[src/design/lars_params.svh]
// Constants for the linear array readout sequencer.
`ifndef LARS_PARAMS_SVH
`define LARS_PARAMS_SVH
`define LARS_NSEC 5
`define LARS_NPIX 128
`define LARS_PIXW 8
`define LARS_END_EDGE 129
`define LARS_FIFO_DEPTH 16
`define LARS_IDX_W 7
`endif

[src/design/lars_pkg.sv]
// Types shared by the linear array readout sequencer.
`include "lars_params.svh"
package lars_pkg;
	typedef struct packed {
		logic [2:0] section;
		logic [`LARS_IDX_W-1:0] index;
		logic [`LARS_PIXW-1:0] level;
	} lars_pix_s;
	typedef enum logic {LARS_IDLE, LARS_SCAN} lars_state_e;
endpackage : lars_pkg

[src/design/lars_seq.sv]
// Five-section linear array readout sequencer with an output FIFO.
`timescale 1ns/10ps
`default_nettype none
`include "lars_params.svh"

// ==========================================================================
// Synchronous FIFO
module lars_fifo #(
	parameter int WIDTH = 18,
	parameter int DEPTH = `LARS_FIFO_DEPTH
) (
	input wire logic clock,
	input wire logic rst,
	input wire logic [WIDTH-1:0] in_data,
	input wire logic in_valid,
	output logic in_ready,
	output logic [WIDTH-1:0] out_data,
	output logic out_valid,
	input wire logic out_ready
);
	localparam int AW = $clog2(DEPTH);
	logic [WIDTH-1:0] mem [DEPTH];
	logic [AW-1:0] wr_ptr;
	logic [AW-1:0] rd_ptr;
	logic [AW:0] count;
	logic push;
	logic pop;

	assign in_ready = (count != (AW+1)'(DEPTH));
	assign out_valid = (count != '0);
	assign push = in_valid && in_ready;
	assign pop = out_valid && out_ready;
	assign out_data = mem[rd_ptr];

	always_ff @(posedge clock) begin
		if (push) begin
			mem[wr_ptr] <= in_data;
		end
	end

	always_ff @(posedge clock or posedge rst) begin
		if (rst) begin
			wr_ptr <= '0;
			rd_ptr <= '0;
			count <= '0;
		end else begin
			if (push) begin
				wr_ptr <= wr_ptr + 1'b1;
			end
			if (pop) begin
				rd_ptr <= rd_ptr + 1'b1;
			end
			count <= count + (AW+1)'(push) - (AW+1)'(pop);
		end
	end
endmodule : lars_fifo

// ==========================================================================
// Readout sequencer top
module lars_seq
	import lars_pkg::*;
(
	input wire logic clock,
	input wire logic rst,
	input wire logic [`LARS_NSEC-1:0] scan_start,
	input wire logic serial_mode,
	input wire logic [`LARS_NSEC*`LARS_PIXW-1:0] pixel_level,
	output logic [`LARS_NSEC-1:0] scan_done,
	output logic last_section_scan_done,
	output logic [`LARS_NSEC*`LARS_PIXW-1:0] pixel_out,
	output logic [`LARS_NSEC-1:0] pixel_out_oe,
	output logic [`LARS_NSEC*`LARS_NPIX-1:0] integ_reset,
	output logic [`LARS_NSEC-1:0] scan_active,
	output logic [$bits(lars_pix_s)-1:0] stream_data,
	output logic stream_valid,
	input wire logic stream_ready,
	output logic overrun
);
	localparam int PW = `LARS_PIXW;
	localparam int NP = `LARS_NPIX;
	lars_pix_s sec_word [`LARS_NSEC];
	logic [`LARS_NSEC-1:0] sec_valid;
	logic [`LARS_NSEC-1:0] eff_start;
	lars_pix_s pick;
	logic pick_valid;
	logic fifo_ready;

	// Serial mode ties each done to the next start; sec 1 always external.
	always_comb begin
		eff_start = scan_start;
		if (serial_mode) begin
			eff_start[`LARS_NSEC-1:1] = scan_done[`LARS_NSEC-2:0];
		end
	end
	assign last_section_scan_done = scan_done[`LARS_NSEC-1];

	// One generate branch per section, all on the shared clock.
	for (genvar s = 0; s < `LARS_NSEC; s++) begin : g_sec
		logic [NP-1:0] token;
		logic done_q;
		logic [PW-1:0] level_q;
		logic [`LARS_IDX_W-1:0] idx;
		logic [NP-1:0] rst_q;
		lars_state_e state;

		// A new start loads the token only when idle: restarting mid-scan
		// would present two pixels at once.
		always_ff @(posedge clock or posedge rst) begin
			if (rst) begin
				token <= '0;
				state <= LARS_IDLE;
			end else begin
				case (state)
					LARS_IDLE: begin
						if (eff_start[s]) begin
							token <= {{(NP-1){1'b0}}, 1'b1};
							state <= LARS_SCAN;
						end
					end
					LARS_SCAN: begin
						token <= {token[NP-2:0], 1'b0};
						if (token[NP-1]) begin
							state <= LARS_IDLE;
						end
					end
					default: begin
						state <= LARS_IDLE;
					end
				endcase
			end
		end

		always_ff @(posedge clock or posedge rst) begin
			if (rst) begin
				done_q <= 1'b0;
			end else begin
				done_q <= (state == LARS_SCAN) && token[NP-1];
			end
		end

		// Sample the selected pixel level so data comes from flops.
		always_ff @(posedge clock or posedge rst) begin
			if (rst) begin
				level_q <= '0;
				idx <= '0;
			end else if (state == LARS_SCAN) begin
				level_q <= pixel_level[s*PW +: PW];
				idx <= idx + 1'b1;
			end else begin
				idx <= '0;
			end
		end

		// The pixel read on one edge has its integrator reset on that same edge.
		always_ff @(posedge clock or posedge rst) begin
			if (rst) begin
				rst_q <= '0;
			end else begin
				rst_q <= (state == LARS_SCAN) ? token : '0;
			end
		end

		assign scan_done[s] = done_q;
		assign scan_active[s] = (state == LARS_SCAN);
		assign integ_reset[s*NP +: NP] = rst_q;
		assign pixel_out[s*PW +: PW] = level_q;
		assign pixel_out_oe[s] = sec_valid[s];
		assign sec_word[s] = '{section: 3'(s), index: idx - 1'b1,
			level: level_q};

		always_ff @(posedge clock or posedge rst) begin
			if (rst) begin
				sec_valid[s] <= 1'b0;
			end else begin
				sec_valid[s] <= (state == LARS_SCAN);
			end
		end
	end

	// Lowest-numbered presenting section feeds the stream; in serial mode
	// only an external sec 1 restart mid-chain can present alongside another.
	always_comb begin
		pick = sec_word[0];
		pick_valid = 1'b0;
		for (int i = `LARS_NSEC-1; i >= 0; i--) begin
			if (sec_valid[i]) begin
				pick = sec_word[i];
				pick_valid = 1'b1;
			end
		end
	end

	// The scan cannot stall, so a full FIFO drops the pixel and flags it.
	always_ff @(posedge clock or posedge rst) begin
		if (rst) begin
			overrun <= 1'b0;
		end else if (pick_valid && !fifo_ready) begin
			overrun <= 1'b1;
		end
	end

	lars_fifo #(
		.WIDTH($bits(lars_pix_s)),
		.DEPTH(`LARS_FIFO_DEPTH)
	) u_fifo (
		.clock(clock),
		.rst(rst),
		.in_data(pick),
		.in_valid(pick_valid),
		.in_ready(fifo_ready),
		.out_data(stream_data),
		.out_valid(stream_valid),
		.out_ready(stream_ready)
	);
endmodule : lars_seq
`default_nettype wire

[config.mk]
export PLATFORM = sky130hd
export DESIGN_NAME = lars_seq
export DESIGN_NICKNAME = d
export VERILOG_FILES = /design/src/design/lars_pkg.sv /design/src/design/lars_seq.sv
export VERILOG_INCLUDE_DIRS = /design/src /design/src/design
export SDC_FILE = /design/constraint.sdc
export NUM_CORES = 2
export LEC_CHECK = 0
export BUFFER_PORTS_ARGS = -buffer_cell sky130_fd_sc_hd__buf_2
export CAP_MARGIN = 0
export CORE_UTILIZATION = 50
export DETAILED_ROUTE_END_ITERATION = 10
export PLACE_DENSITY = 0.73
export SLEW_MARGIN = 20
export SYNTH_ARGS = -nofsm -noshare
export SYNTH_HDL_FRONTEND = slang
export SYNTH_SLANG_ARGS = --single-unit
[constraint.sdc]
create_clock -name clock -period 64.1 [get_ports clock]
set_input_delay 9.615 -clock clock [delete_from_list [all_inputs] [get_ports clock]]
set_output_delay 9.615 -clock clock [all_outputs]
set_load 0.005 [all_outputs]
# Yosys cells after proc, flatten, opt, wreduce, memory -nomap -nowiden
# Memories as Yosys holds them, arrays and structs flattened.
# Cells that the tools add are included.
op_classes:
  add_sub_neg: 14
  n_eq_ne: 6
  muxes: 48
  bitwise_logic: 5
  reduce_logical: 10
op_table:
  columns: ["op", "n"]
  rows:
  - ["two-way mux 128 bit", 10]
  - ["case mux 128 bit (2 select lines)", 5]
  - ["two-way mux 18 bit", 5]
  - ["adder 7 x 1 -> 7 bit, second input constant", 5]
  - ["two-way mux 7 bit", 5]
  - ["subtractor 7 x 1 -> 7 bit, second input constant", 5]
  - ["two-way mux 1 bit", 17]
  - ["!= test 2 bit, second input constant", 5]
  - ["case mux 1 bit (2 select lines)", 5]
  - ["adder 4 x 1 -> 4 bit, second input constant", 2]
  - ["logical AND 1 bit", 8]
  - ["adder 5 x 1 -> 5 bit", 1]
  - ["!= test 5 bit, second input constant", 1]
  - ["NOT 1 bit", 5]
  - ["nonzero test 5 bit", 1]
  - ["subtractor 5 x 1 -> 5 bit", 1]
  - ["two-way mux 4 bit", 1]
  - ["logical NOT 1 bit", 1]
word_totals:
  ff_bits: 1384
  ram_bits: 288
  output_inout_bits: 716
  mem_count: 1
mem_list:
  columns: ["name", "words", "width", "read_ports", "rd_clocked_by_memory_dff", "write_ports", "line_no", "rtl"]
  rows:
  - ["u_fifo.mem", 16, 18, 1, 0, 1, "lars_seq.sv:22", "logic [WIDTH-1:0] mem [DEPTH];"]

# Logic depth before layout (Yosys ltp)
logic_depth:
  ltp_word: 8
  mapped_depth: 15

# Cells and area by module
# From an unflattened synthesis, not the netlist that was laid out.
hier_totals:
  hier_cells: 3758
  hier_area_um2: 57854.2
modules_own_cells:
  columns: ["mod", "instances", "cells_per_inst", "area_each_um2"]
  rows:
  - ["lars_seq", 1, 3151, 46030.4]
  - ["lars_fifo", 1, 607, 11823.8]

# Least setup slack after synthesis
# OpenSTA, ideal clock, no wires.
synth_timing:
  path_type: "register -> output"
  start: "reg u_fifo.rd_ptr[1]"
  end: "out stream_data[0]"
  arrival_ns: 1.793
  required_ns: 54.485
  slack_ns: 52.692
  stages_incl_launch_ff: 5
  path_buffers: 2
  cell_sequence: "dfrtp_1 clkbuf_1 clkbuf_1 mux4_2 mux4_2"
synth_between:
  elab_chain_len: 1
synth_rtl:
  columns: ["element", "line_no", "rtl"]
  rows:
  - ["start: declaration", "lars_seq.sv:24", "logic [AW-1:0] rd_ptr;"]
  - ["start signal: assignment", "lars_seq.sv:51", "rd_ptr <= rd_ptr + 1'b1;"]
  - ["memory (16 x 18 bit)", null, null]
  - ["end: declaration", "lars_seq.sv:74", "output logic [$bits(lars_pix_s)-1:0] stream_data,"]
# Every way passes these cells.

# Worst setup path in the final report
layout_timing:
  start: "reg u_fifo.rd_ptr[0]"
  end: "out stream_data[1]"
# Same word-level chain as after synthesis.

==> qor.yml <==
run_status:
  outcome: "finished, violations left"
  failed_checks: "DRC"
sta:
  rsz0062_at_grt: "no"
  fin_crit_ps: 13340
  hold_viol: 0
  fmax_ghz: 0.07494
  tightest_slew_ps: 1155
  tns_ps: 0
  fin_skew_ps: 45.04
  fin_crit_sh_pct: 20.82
  relSlewSlack_pct: 22.64
  setup_violations: 0
  finalMaxSlewViolations: 0
synthesis:
  yosys_most_used_dff: "dfrtp_1"
  yosysUniqueCellTypes: 56
  ys_warn_count: 0
  synth_async_sr_flop_share_pct: 82.72
  synth-edff-count: 288
  ys_seq_area_share_pct: 74.65
  avgSynthCellArea_sq_um: 15.90
  synth_seq_cells: 1667
  syn-instance-count: 3637
  netlist_area_sq_mm: 0.05781
  synth.net_count: 3708
setup_path:
  arrival_ps: 3730
  cpPeakStageDelay_ps: 790
  worstPathMaxFanout: 48
  critical_path.n_buffers_inverters: 2
  worst_r2r_path_depth: 14
  timing.rr.end: "u_fifo.count[4]$_DFF_PP0_"
  start_kind: "flip-flop"
  slowest_stage: "buf_4"
  cp-end-kind: "output port"
  r2r_slack_ps: 61040
  cp_top_family: "multiplexers"
  path_class: "flip-flop to output port"
  cp_data_required_time_ps: 54490
  r2r_start: "u_fifo.count[2]$_DFF_PP0_"
  cp.depth: 4
  cp_cell_sequence: "buf_4 > mux4_1 > mux4_2 > buf_2"
finish:
  fin_util_pct: 59.88
  final_area_sq_mm: 0.06856
  drive_gt1_share_pct: 27.07
  syn_to_final_growth_pct: 18.58
  final_nets: 4484
clock_tree:
  cts_setup_buffers: 0
  clockBufferDepth: 3
  cts_tree: "yes"
  cts_resized: 0
  cts_max_level: 4
  cts_root_buffer: "clkbuf_16"
  cts_buffers: 161
  path_clk_slew_ps: 60
  clock-sinks: 1667
  clk_latency_ps: 760
  hold_buffers: 0
worst_hold_path:
  worstHoldEndpoint: "g_sec[2].token[126]$_DFFE_PP0P_"
  hold_depth: 1
  min-delay-start: "g_sec[2].token[126]$_DFFE_PP0P_"
  min_path_type: "flip-flop to flip-flop"
routing:
  wire_per_inst_um: 21.39
  vias: 31680
  viasPerCell: 5.229
  first_pass_iters: 8
  drtAntennaViolNets: 0
  finalWirelength_um: 129600
  drc: 120
  drt-initial-drc-count: 2555
pwr:
  leakage_nw: 39.36
  p_per_area_mw_per_mm2: 35.06
  peakVddDrop_mv: 0.02676
die:
  core_sq_mm: 0.1145
  fp.dieH_um: 342.0
  die_x_um: 342.0
  die_area_sq_mm: 0.1170
  rows: 124
  io_pins: 765
  start_util_pct: 50.49
flow_run:
  cap_violations: 0
global_routing:
  grt_usage_pct: 22.19
  grt_pass1_vias: 32970
  grt_pass1_wl_um: 197500
  antenna_found_initial: 5
  overflow: 0
  grt_start_max_net_pins: 201
placed_design:
  numPortBuffers: 764
  post-dp-hpwl_um: 83790
  gp_congestion: 0.8255
  post_dp_cell_area_sq_mm: 0.06313
==> cells in the mapped netlist, types with 2 or more instances <==
cell	count	area, sq um
dfrtp_1	1379	34510
and2_1	662	4141
a21o_1	638	4790
edfxtp_1	288	8648
clkbuf_1	128	480.5
mux4_2	79	1779
nor2_1	49	183.9
buf_2	46	230.2
mux2_2	44	495.5
xnor2_1	39	341.6
nand2_1	30	112.6
inv_1	24	90.09
ha_1	21	262.8
nor2b_1	18	112.6
xor2_1	17	148.9
buf_4	15	112.6
nand3_1	15	75.07
nor3b_1	14	105.1
buf_1	12	45.04
nor3_1	12	60.06
a22o_1	11	96.34
mux4_1	11	289.0
o21ai_0	11	55.05
a211oi_1	9	67.56
a221o_1	8	80.08
and3_1	5	31.28
buf_6	4	45.04
a21oi_1	3	15.01
a31oi_1	3	18.77
mux2i_1	3	30.03
o31ai_1	3	22.52
or4_1	3	22.52
a221oi_1	2	17.52
a22oi_1	2	15.01
buf_12	2	40.04
buf_8	2	30.03
nand2b_1	2	12.51
nand4_1	2	12.51
o22ai_1	2	12.51
or3_1	2	12.51
or3b_1	2	17.52
==> sequential cells by signal, summed over array words and instances, names as in the netlist <==
register,flops
g_sec.done_q,4
g_sec.idx,35
g_sec.level_q,40
g_sec.rst_q,635
g_sec.state,5
g_sec.token,640
last_section_scan_done,1
overrun,1
pixel_out_oe,5
u_fifo.count,5
u_fifo.mem,288
u_fifo.rd_ptr,4
u_fifo.wr_ptr,4
==> kinds of logic after synthesis <==
logic type | after synthesis | synth area share, %
AOI/OAI and AO/OA | 700 | 9.092
buffers and inverters | 233 | 1.857
and+or+nand+nor | 821 | 8.561
xor gates and xnor gates | 56 | 0.8484
adders and majority gates | 22 | 0.4891
DFF | 1667 | 74.65
muxes | 138 | 4.506
==> how the worst max path moves through the flow <==
stage / startpoint / endpoint / slack, ps
after floorplan: rst / g_sec[0].done_q$_DFF_PP0_ / 15600
after global placement: rst / g_sec[1].rst_q[46]$_DFF_PP0_ / 49990
after detailed placement: rst / g_sec[1].rst_q[47]$_DFF_PP0_ / 49900
after CTS: u_fifo.rd_ptr[0]$_DFFE_PP0P_ / stream_data[1] / 50620
after global routing: u_fifo.rd_ptr[0]$_DFFE_PP0P_ / stream_data[1] / 50470
final: u_fifo.rd_ptr[0]$_DFFE_PP0P_ / stream_data[1] / 50760
==> per-layer routing <==
metal / part of all wire, % / track usage (%)
met1: 39 / 27.50
met2: 50 / 36.37
met3: 7.6 / 6.824
met4: 4.0 / 9.068
met5: 0.021 / 0
==> cell usage in the layout, fill, tap and decap left out, types with 7 or more instances in the layout <==
cell type  synthesis  routed
a211oi_1           9       9
a21o_1           638     638
a221o_1            8       8
a22o_1            11      11
and2_1           662     662
buf_2             46     764
buf_4             15      49
clkbuf_1         128      37
clkbuf_16          0     163
clkbuf_8           0      35
clkinv_2           0      22
dfrtp_1         1379    1372
edfxtp_1         288     288
ha_1              21      21
inv_1             24      23
inv_6              0       9
mux2_2            44      44
mux4_1            11      11
mux4_2            79      79
nand2_1           30      30
nand3_1           15      15
nor2_1            49      32
nor2_2             0      10
nor2_4             0       7
nor2b_1           18      18
nor3_1            12       7
nor3b_1           14      13
o21ai_0           11      11
xnor2_1           39      39
xor2_1            17      17
==> per-stage QoR <==
| step | hold slack [ps] | power, W | std cells | worst slack, ps |
|---|---|---|---|---|
| after floorplan | 373.2 | 0.001400 | 3637 | 15600 |
| after global routing | 472.1 | 0.002495 | 6053 | 50470 |
| final | 464.5 | 0.002403 | 6058 | 50760 |
| after detailed placement | 456.9 | 0.001491 | 5758 | 49900 |
| after global placement | 449.5 | 0.001483 | 5758 | 49990 |
| after CTS | 469.9 | 0.002427 | 6048 | 50620 |
==> power breakdown <==
part / switching (W) / internal, W
combinational: 0.000155 / 0.000130
clock: 0.000396 / 0.000537
sequential: 0.0000353 / 0.00115
==> worst reg2reg max path, stage by stage (launching register included) <==
cell	delay (ps)
dfrtp_1	380
inv_1	90
ha_1	160
or4b_1	610
and2_1	310
ha_1	310
inv_1	50
ha_1	150
inv_1	60
fa_1	420
inv_1	70
a21oi_1	60
nor2_1	90
nor2_1	60
xnor2_1	120
==> final cells by class <==
| cell class | instances | area [sq um] |
|---|---|---|
| Clock inverter | 55 | 599.3 |
| Inverter | 24 | 97.59 |
| Clock buffer | 235 | 4700 |
| Fill cell | 8632 | 45940 |
| Tap cell | 1512 | 1892 |
| Timing Repair Buffer | 822 | 4357 |
| Multi-Input combinational cell | 1737 | 13720 |
| Sequential cell | 1667 | 43180 |
| Antenna cell | 6 | 15.01 |
Power figures use the tool's default switching activity.
